## config.mk

```make
export PLATFORM = sky130hd
export DESIGN_NAME = cie_core
export DESIGN_NICKNAME = d
export VERILOG_FILES = /design/src/cie_pkg.sv /design/src/cie_core.sv /design/src/cie_decode.sv /design/src/cie_alu.sv
export SDC_FILE = /design/constraint.sdc
export NUM_CORES = 2
export LEC_CHECK = 0
export CORE_MARGIN = 2
export CORE_UTILIZATION = 31
export DETAILED_ROUTE_END_ITERATION = 8
export DONT_BUFFER_PORTS = 1
export PLACE_DENSITY = 0.53
export SYNTH_ARGS = -nofsm -noshare
export SYNTH_HDL_FRONTEND = slang
export SYNTH_SLANG_ARGS = --single-unit
```

## constraint.sdc

```tcl
create_clock -name clk_i -period 11.55 [get_ports clk_i]
set_input_delay 1.7325 -clock clk_i [delete_from_list [all_inputs] [get_ports clk_i]]
set_output_delay 1.7325 -clock clk_i [all_outputs]
set_load 0.005 [all_outputs]
```

## src/cie_pkg.sv

```systemverilog
// shared constants and types for the core instruction execute block
package cie_pkg;
  // opcode field positions within the 14-bit instruction word, then counter, page, stack and watchdog sizes
  localparam int OP_W       = 14;
  localparam int FADDR_W    = 7;
  localparam int BIT_LSB    = 7;
  localparam int DEST_BIT   = 7;
  localparam int JADDR_W    = 11;
  localparam int PC_W       = 13;
  localparam int PAGE_LSB   = 3;
  localparam int STACK_D    = 8;
  localparam int STACK_AW   = 3;
  localparam int WDT_W      = 8;
  localparam int PRE_W      = 7;
  // one instruction cycle is four oscillator periods
  localparam int QUARTERS   = 4;

  // bus register offsets (byte addresses)
  localparam logic [7:0] REG_INSTR  = 8'h00;
  localparam logic [7:0] REG_ACC    = 8'h04;
  localparam logic [7:0] REG_STATUS = 8'h08;
  localparam logic [7:0] REG_PC     = 8'h0C;
  localparam logic [7:0] REG_PAGE   = 8'h10;
  localparam logic [7:0] REG_HEAD   = 8'h14;
  localparam logic [7:0] REG_WDT    = 8'h18;
  localparam logic [7:0] REG_FADDR  = 8'h1C;
  localparam logic [7:0] REG_FDATA  = 8'h20;

  // status register bit positions
  localparam int ST_C  = 0;
  localparam int ST_DC = 1;
  localparam int ST_Z  = 2;
  localparam int ST_PD = 3;
  localparam int ST_TO = 4;
  localparam logic [7:0] STATUS_RST = 8'h18;

  typedef enum logic [4:0] {
    CIE_IDLE, CIE_ADD_LITERAL_ACC, CIE_ADD_ACC_FILE, CIE_AND_LITERAL_ACC, CIE_AND_ACC_FILE, CIE_BSF, CIE_BCF,
    CIE_BTSS, CIE_BTSC, CIE_CALL, CIE_JMP, CIE_WDK, CIE_ZF, CIE_ZA, CIE_INV,
    CIE_DEC, CIE_DECSZ, CIE_INC, CIE_INCSZ, CIE_ORLW, CIE_ORWF, CIE_MOVE_FILE, CIE_UNSUP
  } cie_op_t;

  // decoded instruction fields travel together
  typedef struct packed {
    cie_op_t             op;
    logic [FADDR_W-1:0]  faddr;
    logic                dest;
    logic [2:0]          bidx;
    logic [7:0]          lit;
    logic [JADDR_W-1:0]  jaddr;
  } cie_dec_t;

  // arithmetic result with flags
  typedef struct packed {
    logic [7:0] res;
    logic       c;
    logic       dc;
    logic       z;
    logic       upd_z;
    logic       upd_cdc;
    logic       skip;
  } cie_alu_t;
endpackage

```

## src/cie_core.sv

```systemverilog
// instruction execute core with wishbone access to its state
// Functional notes
// - add literal adds 8-bit literal to accumulator, sets C, DC, Z.
// - add acc file adds accumulator and file register, sets C, DC, Z.
// - destination select 0 writes accumulator, 1 writes file register.
// - and literal ANDs accumulator with literal, updates only zero flag.
// - and acc file ANDs accumulator with file, to destination, only Z.
// - set bit forces indexed bit to one, no flags change.
// - clear bit forces indexed bit to zero, no flags change.
// - test skip set squashes next instruction when bit is one.
// - test skip clear squashes next instruction when bit is zero.
// - subroutine jump pushes counter plus one, loads 11-bit target, two cycles.
// - jumps take counter bits 12:11 from page latch bits 4:3.
// - absolute jump loads target, no stack or flag change, two cycles.
// - watchdog kick clears counter and prescaler, sets both status bits.
// - zero file writes zero to file register and sets Z.
// - zero acc writes zero to accumulator and sets Z.
// - invert file complements file to destination, updates Z.
// - decrement file subtracts one to destination, updates Z.
// - decrement skip zero changes no flag, skips on zero result.
// - increment skip zero changes no flag, skips on wrap to zero.
// - increment file adds one to destination, updates Z.
// - or literal ORs accumulator with literal, updates Z.
// - or acc file ORs accumulator with file to destination, updates Z.
// - move file copies file to destination and updates Z.
// - instruction cycle is four clocks; skips and jumps add a no-op cycle.
//
// The register offsets and register access over Wishbone were chosen for this implementation.
`timescale 1ns/1ps
module cie_core import cie_pkg::*; #(
  parameter int FILE_DEPTH = 128
) (
  input  wire logic        clk_i,
  input  wire logic        rst_i,
  input  wire logic        cyc_i,
  input  wire logic        stb_i,
  input  wire logic        we_i,
  input  wire logic [7:0]  adr_i,
  input  wire logic [3:0]  sel_i,
  input  wire logic [31:0] dat_i,
  output logic      [31:0] dat_o,
  output logic             ack_o,
  output logic             busy_o,
  output logic [PC_W-1:0]  pc_o
);
  // architectural state
  logic [7:0]          acc_r;
  logic [7:0]          status_r;
  logic [PC_W-1:0]     pc_r;
  logic [7:0]          page_r;
  logic [WDT_W-1:0]    wdt_r;
  logic [PRE_W-1:0]    pre_r;
  logic [PC_W-1:0]     stack_r [STACK_D];
  logic [STACK_AW-1:0] sp_r;
  logic [7:0]          file_r [FILE_DEPTH];
  logic [FADDR_W-1:0]  dbg_addr_r;
  logic [OP_W-1:0]     instr_r;
  logic                go_r;
  logic [1:0]          q_r;
  logic                flush_r;

  cie_dec_t dec;
  cie_alu_t alu;

  cie_decode u_dec (
    .instr_i (instr_r),
    .dec_o   (dec)
  );

  cie_alu u_alu (
    .dec_i  (dec),
    .acc_i  (acc_r),
    .file_i (file_r[dec.faddr]),
    .alu_o  (alu)
  );

  // bus decode; every access acks in one cycle, unmapped reads return zero
  wire logic bus_req  = cyc_i && stb_i && !ack_o;
  wire logic bus_wr   = bus_req && we_i && sel_i[0];
  wire logic wr_instr = bus_wr && (adr_i == REG_INSTR) && !busy_o;
  wire logic wr_acc   = bus_wr && (adr_i == REG_ACC) && !busy_o;
  wire logic wr_page  = bus_wr && (adr_i == REG_PAGE) && !busy_o;
  wire logic wr_faddr = bus_wr && (adr_i == REG_FADDR);
  wire logic wr_fdata = bus_wr && (adr_i == REG_FDATA) && !busy_o;

  // execution happens on the last quarter of an instruction cycle
  wire logic last_q   = go_r && (q_r == 2'(QUARTERS - 1));
  wire logic exec     = last_q && !flush_r;
  wire logic is_jump  = (dec.op == CIE_CALL) || (dec.op == CIE_JMP);
  wire logic need_nop = exec && (alu.skip || is_jump);
  wire logic to_file  = exec && ((dec.op inside {CIE_BSF, CIE_BCF, CIE_ZF})
                     || (dec.dest && (dec.op inside {CIE_ADD_ACC_FILE, CIE_AND_ACC_FILE, CIE_INV, CIE_DEC,
                         CIE_DECSZ, CIE_INC, CIE_INCSZ, CIE_ORWF, CIE_MOVE_FILE})));
  wire logic to_acc   = exec && !to_file && (dec.op inside {CIE_ADD_LITERAL_ACC, CIE_AND_LITERAL_ACC, CIE_ORLW, CIE_ZA,
                         CIE_ADD_ACC_FILE, CIE_AND_ACC_FILE, CIE_INV, CIE_DEC, CIE_DECSZ, CIE_INC,
                         CIE_INCSZ, CIE_ORWF, CIE_MOVE_FILE});
  wire logic [PC_W-1:0] pc_inc  = pc_r + 13'h0001;
  wire logic [PC_W-1:0] pc_jump = {page_r[PAGE_LSB+1:PAGE_LSB], dec.jaddr};
  // a skip steps over the squashed word, so the next fetch lands two words on
  wire logic [PC_W-1:0] pc_skip = pc_r + 13'h0002;
  wire logic [PC_W-1:0] pc_next = is_jump ? pc_jump : (alu.skip ? pc_skip : pc_inc);

  // quarter counter and busy span
  always_ff @(posedge clk_i) begin
    if (rst_i) begin
      go_r    <= 1'b0;
      q_r     <= 2'h0;
      flush_r <= 1'b0;
      instr_r <= '0;
    end else begin
      if (wr_instr) begin
        instr_r <= dat_i[OP_W-1:0];
        go_r    <= 1'b1;
        q_r     <= 2'h0;
        flush_r <= 1'b0;
      end else if (go_r) begin
        q_r <= q_r + 2'h1;
        if (last_q) begin
          go_r    <= need_nop;  // extra cycle runs as a no-op
          flush_r <= need_nop;
        end
      end
    end
  end

  // accumulator and flags
  always_ff @(posedge clk_i) begin
    if (rst_i) begin
      acc_r    <= 8'h00;
      status_r <= STATUS_RST;
    end else begin
      if (wr_acc) acc_r <= dat_i[7:0];
      else if (to_acc) acc_r <= alu.res;
      if (exec && alu.upd_z) status_r[ST_Z] <= alu.z;
      if (exec && alu.upd_cdc) begin
        status_r[ST_C]  <= alu.c;
        status_r[ST_DC] <= alu.dc;
      end
      if (exec && dec.op == CIE_WDK) begin
        status_r[ST_TO] <= 1'b1;
        status_r[ST_PD] <= 1'b1;
      end
    end
  end

  // program counter, stack and page latch
  always_ff @(posedge clk_i) begin
    if (rst_i) begin
      pc_r   <= '0;
      sp_r   <= '0;
      page_r <= 8'h00;
    end else begin
      if (wr_page) page_r <= dat_i[7:0];
      if (exec) begin
        pc_r <= pc_next;
        if (dec.op == CIE_CALL) begin
          stack_r[sp_r] <= pc_inc;
          sp_r          <= sp_r + 3'h1;
        end
      end
    end
  end

  // watchdog counter and prescaler free-run, cleared by the kick
  always_ff @(posedge clk_i) begin
    if (rst_i || (exec && dec.op == CIE_WDK)) begin
      wdt_r <= '0;
      pre_r <= '0;
    end else begin
      pre_r <= pre_r + 1'b1;
      if (&pre_r) wdt_r <= wdt_r + 1'b1;
    end
  end

  // file registers; not reset, software preloads them over the bus
  always_ff @(posedge clk_i) begin
    if (wr_fdata) file_r[dbg_addr_r] <= dat_i[7:0];
    else if (to_file) file_r[dec.faddr] <= alu.res;
  end

  always_ff @(posedge clk_i) begin
    if (rst_i) dbg_addr_r <= '0;
    else if (wr_faddr) dbg_addr_r <= dat_i[FADDR_W-1:0];
  end

  // read mux
  logic [31:0] rd;
  always_comb begin
    case (adr_i)
      REG_INSTR:  rd = {18'h0, instr_r};
      REG_ACC:    rd = {24'h0, acc_r};
      REG_STATUS: rd = {24'h0, status_r};
      REG_PC:     rd = {19'h0, pc_r};
      REG_PAGE:   rd = {24'h0, page_r};
      REG_HEAD:   rd = {19'h0, stack_r[sp_r - 3'h1]};
      REG_WDT:    rd = {24'h0, wdt_r};
      REG_FADDR:  rd = {25'h0, dbg_addr_r};
      REG_FDATA:  rd = {24'h0, file_r[dbg_addr_r]};
      default:    rd = 32'h0;
    endcase
  end

  // registered bus answer and status outputs
  always_ff @(posedge clk_i) begin
    if (rst_i) begin
      ack_o  <= 1'b0;
      dat_o  <= '0;
      busy_o <= 1'b0;
      pc_o   <= '0;
    end else begin
      ack_o  <= bus_req;
      dat_o  <= rd;
      busy_o <= wr_instr || (go_r && !(last_q && !need_nop));
      pc_o   <= exec ? pc_next : pc_r;
    end
  end

  // checks; helpers recompute results from raw state so a broken alu cannot hide
  wire logic [7:0] chk_fval   = file_r[dec.faddr];
  wire logic       chk_bit    = chk_fval[dec.bidx];
  wire logic [8:0] chk_lsum   = {1'b0, acc_r} + {1'b0, dec.lit};
  wire logic [4:0] chk_nib    = {1'b0, acc_r[3:0]} + {1'b0, dec.lit[3:0]};
  wire logic [8:0] chk_fsum   = {1'b0, acc_r} + {1'b0, chk_fval};
  wire logic       chk_byteop = dec.op inside {CIE_ADD_ACC_FILE, CIE_AND_ACC_FILE, CIE_INV, CIE_DEC, CIE_DECSZ,
                                CIE_INC, CIE_INCSZ, CIE_ORWF, CIE_MOVE_FILE};

  a_skip_two_cycles: assert property (@(posedge clk_i) disable iff (rst_i)
    need_nop |=> go_r && q_r == 2'h0 && flush_r)
    else $error("skip did not add a no-op cycle");

  a_zero_flag: assert property (@(posedge clk_i) disable iff (rst_i)
    exec && alu.upd_z |=> status_r[ST_Z] == ($past(alu.res) == 8'h00))
    else $error("zero flag wrong");

  a_call_push: assert property (@(posedge clk_i) disable iff (rst_i)
    exec && dec.op == CIE_CALL |=> sp_r == $past(sp_r) + 3'h1)
    else $error("call did not push");

  a_call_two: assert property (@(posedge clk_i) disable iff (rst_i)
    exec && dec.op == CIE_CALL |=> flush_r && pc_r[JADDR_W-1:0] == $past(dec.jaddr))
    else $error("call target or second cycle wrong");

  a_jump_page: assert property (@(posedge clk_i) disable iff (rst_i)
    exec && is_jump |=> pc_r[PC_W-1:PC_W-2] == $past(page_r[PAGE_LSB+1:PAGE_LSB]))
    else $error("jump page bits wrong");

  a_jump_no_flags: assert property (@(posedge clk_i) disable iff (rst_i)
    exec && dec.op == CIE_JMP |=> $stable(status_r) && $stable(sp_r) && flush_r)
    else $error("jump altered flags or stack");

  a_kick_clears: assert property (@(posedge clk_i) disable iff (rst_i)
    exec && dec.op == CIE_WDK |=> wdt_r == '0 && pre_r == '0 && status_r[ST_TO] && status_r[ST_PD])
    else $error("kick failed");

  a_nop_quiet: assert property (@(posedge clk_i) disable iff (rst_i)
    exec && dec.op == CIE_IDLE |=> $stable(acc_r) && $stable(status_r) && pc_r == $past(pc_r) + 13'h0001)
    else $error("no-op changed state");

  a_flush_quiet: assert property (@(posedge clk_i) disable iff (rst_i)
    go_r && flush_r |-> !exec ##1 $stable(acc_r))
    else $error("squashed slot executed");

  a_cycle_len: assert property (@(posedge clk_i) disable iff (rst_i)
    $rose(go_r) && !wr_instr |-> ##3 last_q)
    else $error("instruction cycle not four clocks");

  a_skip_step: assert property (@(posedge clk_i) disable iff (rst_i)
    exec && alu.skip |=> pc_r == $past(pc_r) + 13'h0002)
    else $error("skip did not step over next word");

  a_lit_add: assert property (@(posedge clk_i) disable iff (rst_i)
    exec && dec.op == CIE_ADD_LITERAL_ACC |=> acc_r == $past(chk_lsum[7:0]))
    else $error("literal add result wrong");

  a_lit_carry: assert property (@(posedge clk_i) disable iff (rst_i)
    exec && dec.op == CIE_ADD_LITERAL_ACC |=> status_r[ST_C] == $past(chk_lsum[8]) && status_r[ST_DC] == $past(chk_nib[4]))
    else $error("add carries wrong");

  a_file_add: assert property (@(posedge clk_i) disable iff (rst_i)
    exec && dec.op == CIE_ADD_ACC_FILE && !dec.dest |=> acc_r == $past(chk_fsum[7:0]))
    else $error("file add result wrong");

  a_dest_acc: assert property (@(posedge clk_i) disable iff (rst_i)
    exec && chk_byteop && !dec.dest |-> to_acc && !to_file)
    else $error("select 0 did not target accumulator");

  a_dest_file: assert property (@(posedge clk_i) disable iff (rst_i)
    exec && chk_byteop && dec.dest |-> to_file && !to_acc)
    else $error("select 1 did not target file");

  a_and_lit: assert property (@(posedge clk_i) disable iff (rst_i)
    exec && dec.op == CIE_AND_LITERAL_ACC |=> acc_r == ($past(acc_r) & $past(dec.lit)) && $stable(status_r[ST_DC:ST_C]))
    else $error("literal and wrong");

  a_and_file: assert property (@(posedge clk_i) disable iff (rst_i)
    exec && dec.op == CIE_AND_ACC_FILE |-> alu.res == (acc_r & chk_fval) ##1 $stable(status_r[ST_DC:ST_C]))
    else $error("file and wrong");

  a_bit_set: assert property (@(posedge clk_i) disable iff (rst_i)
    exec && dec.op == CIE_BSF |-> to_file && alu.res == (chk_fval | (8'h01 << dec.bidx)))
    else $error("bit set wrong");

  a_bit_clear: assert property (@(posedge clk_i) disable iff (rst_i)
    exec && dec.op == CIE_BCF |-> to_file && alu.res == (chk_fval & ~(8'h01 << dec.bidx)))
    else $error("bit clear wrong");

  a_bit_flags: assert property (@(posedge clk_i) disable iff (rst_i)
    exec && dec.op inside {CIE_BSF, CIE_BCF} |=> $stable(status_r))
    else $error("bit operation changed flags");

  a_skip_set: assert property (@(posedge clk_i) disable iff (rst_i)
    exec && dec.op == CIE_BTSS |-> need_nop == chk_bit)
    else $error("skip on set wrong");

  a_skip_clear: assert property (@(posedge clk_i) disable iff (rst_i)
    exec && dec.op == CIE_BTSC |-> need_nop == !chk_bit)
    else $error("skip on clear wrong");

  a_zero_file: assert property (@(posedge clk_i) disable iff (rst_i)
    exec && dec.op == CIE_ZF |-> to_file && alu.res == 8'h00 ##1 status_r[ST_Z])
    else $error("file clear wrong");

  a_zero_acc: assert property (@(posedge clk_i) disable iff (rst_i)
    exec && dec.op == CIE_ZA |=> acc_r == 8'h00 && status_r[ST_Z])
    else $error("accumulator clear wrong");

  a_invert_file: assert property (@(posedge clk_i) disable iff (rst_i)
    exec && dec.op == CIE_INV |-> alu.res == ~chk_fval)
    else $error("complement wrong");

  a_decrement_file: assert property (@(posedge clk_i) disable iff (rst_i)
    exec && dec.op == CIE_DEC |-> alu.res == chk_fval - 8'h01)
    else $error("decrement wrong");

  a_dec_skip: assert property (@(posedge clk_i) disable iff (rst_i)
    exec && dec.op == CIE_DECSZ |-> need_nop == (chk_fval == 8'h01) ##1 $stable(status_r))
    else $error("decrement skip wrong");

  a_inc_skip: assert property (@(posedge clk_i) disable iff (rst_i)
    exec && dec.op == CIE_INCSZ |-> need_nop == (chk_fval == 8'hFF) ##1 $stable(status_r))
    else $error("increment skip wrong");

  a_increment_file: assert property (@(posedge clk_i) disable iff (rst_i)
    exec && dec.op == CIE_INC |-> alu.res == chk_fval + 8'h01)
    else $error("increment wrong");

  a_or_lit: assert property (@(posedge clk_i) disable iff (rst_i)
    exec && dec.op == CIE_ORLW |=> acc_r == ($past(acc_r) | $past(dec.lit)))
    else $error("literal or wrong");

  a_or_file: assert property (@(posedge clk_i) disable iff (rst_i)
    exec && dec.op == CIE_ORWF |-> alu.res == (acc_r | chk_fval))
    else $error("file or wrong");

  a_move_file: assert property (@(posedge clk_i) disable iff (rst_i)
    exec && dec.op == CIE_MOVE_FILE |-> alu.res == chk_fval && alu.upd_z)
    else $error("move wrong");
endmodule // cie_core

```

## src/cie_decode.sv

```systemverilog
// instruction word decoder for the core execute block
`timescale 1ns/1ps
module cie_decode import cie_pkg::*; (
  input  wire logic [OP_W-1:0] instr_i,
  output cie_dec_t             dec_o
);
  wire logic [5:0] hi6 = instr_i[13:8];
  wire logic [3:0] hi4 = instr_i[13:10];
  wire logic [2:0] hi3 = instr_i[13:11];
  cie_op_t op;

  // opcode match; unsupported words fall to CIE_UNSUP and act as a no-op
  always_comb begin
    op = CIE_UNSUP;
    if (instr_i == 14'h0064) op = CIE_WDK;
    else if (instr_i[13:7] == 7'h00 && instr_i[4:0] == 5'h00) op = CIE_IDLE;
    else if (hi6 == 6'h07) op = CIE_ADD_ACC_FILE;
    else if (hi6 == 6'h05) op = CIE_AND_ACC_FILE;
    else if (hi6 == 6'h01) op = instr_i[DEST_BIT] ? CIE_ZF : CIE_ZA;
    else if (hi6 == 6'h09) op = CIE_INV;
    else if (hi6 == 6'h03) op = CIE_DEC;
    else if (hi6 == 6'h0B) op = CIE_DECSZ;
    else if (hi6 == 6'h0A) op = CIE_INC;
    else if (hi6 == 6'h0F) op = CIE_INCSZ;
    else if (hi6 == 6'h04) op = CIE_ORWF;
    else if (hi6 == 6'h08) op = CIE_MOVE_FILE;
    else if (hi4 == 4'h4) op = CIE_BCF;
    else if (hi4 == 4'h5) op = CIE_BSF;
    else if (hi4 == 4'h6) op = CIE_BTSC;
    else if (hi4 == 4'h7) op = CIE_BTSS;
    else if (hi3 == 3'h4) op = CIE_CALL;
    else if (hi3 == 3'h5) op = CIE_JMP;
    else if (instr_i[13:9] == 5'h1F) op = CIE_ADD_LITERAL_ACC;
    else if (hi6 == 6'h39) op = CIE_AND_LITERAL_ACC;
    else if (hi6 == 6'h38) op = CIE_ORLW;
  end

  // operand fields
  assign dec_o.op    = op;
  assign dec_o.faddr = instr_i[FADDR_W-1:0];
  assign dec_o.dest  = instr_i[DEST_BIT];
  assign dec_o.bidx  = instr_i[BIT_LSB+2:BIT_LSB];
  assign dec_o.lit   = instr_i[7:0];
  assign dec_o.jaddr = instr_i[JADDR_W-1:0];
endmodule // cie_decode

```

## src/cie_alu.sv

```systemverilog
// byte and literal arithmetic for the core execute block
`timescale 1ns/1ps
module cie_alu import cie_pkg::*; (
  input  wire cie_dec_t   dec_i,
  input  wire logic [7:0] acc_i,
  input  wire logic [7:0] file_i,
  output cie_alu_t        alu_o
);
  wire logic [7:0] opnd = (dec_i.op == CIE_ADD_LITERAL_ACC) ? dec_i.lit : file_i;
  wire logic [8:0] sum  = {1'b0, acc_i} + {1'b0, opnd};
  wire logic [4:0] nsum = {1'b0, acc_i[3:0]} + {1'b0, opnd[3:0]};
  wire logic [7:0] bmask = 8'h01 << dec_i.bidx;
  logic [7:0] r;

  // result select per operation
  always_comb begin
    r = file_i;
    case (dec_i.op)
      CIE_ADD_LITERAL_ACC, CIE_ADD_ACC_FILE: r = sum[7:0];
      CIE_AND_LITERAL_ACC:            r = acc_i & dec_i.lit;
      CIE_AND_ACC_FILE:            r = acc_i & file_i;
      CIE_BSF:              r = file_i | bmask;
      CIE_BCF:              r = file_i & ~bmask;
      CIE_ZF, CIE_ZA:       r = 8'h00;
      CIE_INV:              r = ~file_i;
      CIE_DEC, CIE_DECSZ:   r = file_i - 8'h01;
      CIE_INC, CIE_INCSZ:   r = file_i + 8'h01;
      CIE_ORLW:             r = acc_i | dec_i.lit;
      CIE_ORWF:             r = acc_i | file_i;
      CIE_MOVE_FILE:             r = file_i;
      default:              r = file_i;
    endcase
  end

  // flag and skip outputs
  assign alu_o.res     = r;
  assign alu_o.c       = sum[8];
  assign alu_o.dc      = nsum[4];
  assign alu_o.z       = (r == 8'h00);
  assign alu_o.upd_cdc = (dec_i.op == CIE_ADD_LITERAL_ACC) || (dec_i.op == CIE_ADD_ACC_FILE);
  assign alu_o.upd_z   = alu_o.upd_cdc || (dec_i.op inside {CIE_AND_LITERAL_ACC, CIE_AND_ACC_FILE, CIE_ZF, CIE_ZA, CIE_INV,
                         CIE_DEC, CIE_INC, CIE_ORLW, CIE_ORWF, CIE_MOVE_FILE});
  assign alu_o.skip    = ((dec_i.op == CIE_BTSS) && file_i[dec_i.bidx])
                       || ((dec_i.op == CIE_BTSC) && !file_i[dec_i.bidx])
                       || ((dec_i.op inside {CIE_DECSZ, CIE_INCSZ}) && (r == 8'h00));
endmodule // cie_alu

```

==> impl_metrics.ini <==
[power_and_ir_drop]
power_mw = 9.36
ir_drop_v = 0.000122
p_int_mw = 7.43
p_per_area_nw_per_um2 = 140
p_comb_frac = 0.008
p_clk_frac = 0.473
swShare = 0.206
p_switching_mw = 1.93
power_leakage_nw = 19.6
seqPwrFrac = 0.519

[logic_synthesis]
synth_compound_area_frac = 0.0506
ys_seq_area_frac = 0.604
synth_fa_ha_area_frac = 0.00370
synth_warnings = 0
avgSynthCellArea_sq_um = 16.6
ys.flop_type = edfxtp_1
synthArstFlopShare = 0
synth.distinct_cells = 93
synth.cell_area_sq_um = 59500
synth_edf_count = 1128
synth_xor_area_frac = 0.00618
ys_ff_latch = 1232
yosys.area_share.simple = 0.0592
synth_top_family_by_area = multiplexers
synthMuxAreaShare = 0.250
syn_inst = 3577

[sta]
drv_slew = 0
max-slew-margin-rel = 0.0638
setup_viol = 0
setup_slack_ns = 3.20
whs_ns = 0.453
finalHoldViolations = 0
min_period_ns = 8.35
rsz0062_at_grt = no
tightest_slew_ns = 1.40
finClkSkew_ns = 0.0426
maxClockFrequency_mhz = 120
setup_tns_ns = 0
period_share = 0.723

[grt]
overflow = 0
grt_pass1_vias = 35100
antenna_found_initial = 5
grt_usage = 0.192
grt_pass1_wl_microns = 271000
grt_max_degree = 138

[min_path]
hold_path_class = register to register
hold-path-cell-count = 1
hold_end = pre_r[0]
min_from = pre_r[0]

[critical_path]
cp_max_fo = 65
rr_endpoint = file_r[32][6]
critical_path_class = register to register
arrival_ns = 8.82
end_kind = register
ff2ff_path_depth = 23
startpoint_type = register
required_ns = 12.03
r2r_setup_slack_ns = 3.20

[cts]
cts.clk_slew.worst_paths_ns = 0.06
cts_buffers = 139
cts-root-buf = clkbuf_16
post_cts_buffers = 0
clk_path_buf_depth = 3
ctsHoldBuffers = 0
htree_levels = 4
clk_latency_ns = 0.81
cts_tree = done
cts_resized = 0
numClockSinks = 1232

[finish]
layoutNonFillerInstCount = 6197
finish.net_count = 3639
multi_input_area_sq_um = 22200
register_area_sq_um = 36000
fillCellCount = 17800
layout-drive-gt1-share = 0.256
synthToLayoutAreaGrowth_pct = 12.4

[routing]
avgViaCountPerCell = 5.78
dr.pass1.iters = 6
drc = 0
drtAntennaViolNets = 0
drt_iter0_markers = 4609
vias = 35800
wl_microns = 191000
wl_per_cell_microns = 30.8

[die]
rows = 160
die_h_microns = 442
io-pin-count = 96
die_x_microns = 442
initial_core_util = 0.313
die_area_sq_um = 196000
coreArea_sq_um = 190000

[placement]
place.detailed.hpwl_microns = 125000
globalplace.congestion = 0.896
placed_cells = 5943
pre_cts_ws_ns = 3.37
port_buffers = 0

[flow_run]
cap_viol_max_count = 0

[run_status]
status = finished clean
sequential cells by signal, indices dropped and copies added (netlist names), 7 cells and up, named ones only:
| register | count |
|---|---|
| dbg_addr_r | 7 |
| wdt_r | 8 |
| page_r | 8 |
| acc_r | 8 |
| pre_r | 7 |
| instr_r | 14 |
| dat_o | 14 |
| pc_o | 13 |
| stack_r | 104 |
| file_r | 1024 |
power groups by stage:
| stage | Sequential (mW) | Combinational (mW) | Clock (mW) |
|---|---|---|---|
| 5_1_grt | 4.85 | 0.0822 | 4.66 |
| 4_1_cts | 4.86 | 0.0758 | 4.50 |
| 2_1_floorplan | 4.96 | 0.0435 | 0 |
| 3_3_place_gp | 4.95 | 0.0743 | 0 |
| 3_5_place_dp | 4.95 | 0.0762 | 0 |
| 6_report | 4.86 | 0.0746 | 4.43 |
through the flow:
stage	instance area, sq um	util
after detailed placement	62400	0.328
after global placement	62400	0.328
after CTS	66900	0.352
final	66900	0.352
after floorplan	59600	-
after global routing	66900	0.352
cell type report:
| class | instances | share of cell area |
|---|---|---|
| sequential | 1232 | 0.538 |
| multi-input combinational | 2051 | 0.332 |
| clock buffer | 186 | 0.0571 |
| tap | 2511 | 0.0469 |
| timing repair buffer | 120 | 0.0142 |
| clock inverter | 67 | 0.0104 |
| inverter | 29 | 0.00163 |
| antenna | 1 | 0.0000374 |
worst max path at each step:
stage	endpoint	slack (ns)
6_report	file_r[32][6]	3.20
5_1_grt	file_r[49][6]	2.88
4_1_cts	file_r[32][6]	3.31
3_5_place_dp	file_r[35][6]	3.37
3_3_place_gp	file_r[32][6]	3.41
2_1_floorplan	file_r[0][5]	1.54
cells by family after synthesis:
| family | count (synthesis) |
|---|---|
| buffers and inverters | 311 |
| AO/OA/AOI/OAI | 437 |
| adder cells (fa/ha/maj) | 17 |
| other | 1 |
| AND/OR/NAND/NOR | 764 |
| XOR/XNOR | 42 |
| multiplexers | 773 |
| flip-flops | 1232 |
cell usage after synthesis, drive strengths merged, types with 9 or more instances:
master   instances  area (sq um)
a2111oi         11           103
a211oi          26           205
a21oi          113           569
a221oi          13           120
a22oi           84           631
a31oi           23           159
and2            14          87.6
and3            16           100
buf            147           947
clkbuf         135           507
dfxtp          104          2080
edfxtp        1128         33900
ha              16           200
inv             27           101
mux2            18           203
mux2i          191          1920
mux4           564         12800
nand2          212           798
nand2b          17           106
nand3           67           335
nand4           33           221
nor2           272          1020
nor2b           25           156
nor3            43           215
nor4            13          87.6
o21a            14           105
o21ai           61           317
o22ai           12          87.6
or2             11          68.8
or3              9          56.3
xnor2           24           210
xor2            18           158
layout by cell type (no fill, tap or decap), types with 12 or more instances in the layout:
cell       Yosys  routed
ha_1          16      16
conb_1         1      18
nand4_1       32      32
a31oi_1       22      21
xor2_1        18      18
nor2_1       271     266
a221oi_1      12      12
nand2b_1      17      17
mux4_1        13      13
a21oi_1      112     112
inv_1         27      26
a211oi_1      24      24
edfxtp_1    1128    1128
clkbuf_1     135      35
and2_1        14      14
xnor2_1       24      23
nand3_1       67      67
mux2i_1      190     190
mux4_2       551     551
clkinv_1       2      26
buf_4         38     116
o21ai_0       52      46
nor3_1        43      40
a22oi_1       84      84
nor2b_1       25      22
clkinv_2       0      18
mux2_2        18      17
dfxtp_1      104      95
o21a_1        14      14
nand2_1      211     209
and3_1        16      16
clkbuf_16      0     143
critical path, cell delays in order (launching register included):
cell	delay, ns
dfxtp_4	0.77
buf_4	0.65
mux4_2	0.42
a221o_1	0.35
a21oi_1	0.43
a2111oi_0	0.14
buf_4	0.19
a211oi_2	0.54
nand2_2	0.26
mux2_2	0.32
ha_1	0.21
fa_1	0.43
a21o_1	0.18
a21oi_1	0.39
o21bai_1	0.16
a21oi_1	0.25
xnor2_1	0.14
nand2_1	0.07
and3_1	0.25
o221ai_1	0.17
nor2_1	0.13
nor2_4	0.11
buf_4	0.55
buf_4	0.66
routing by layer:
metal	part of all wire	vias up	track usage
li1	-	14700	-
met1	0.42	19100	0.266
met2	0.46	1708	0.301
met3	0.079	298	0.0368
met4	0.036	2	0.0676
met5	0.000068	-	0
(Power assumes the default switching activity.)
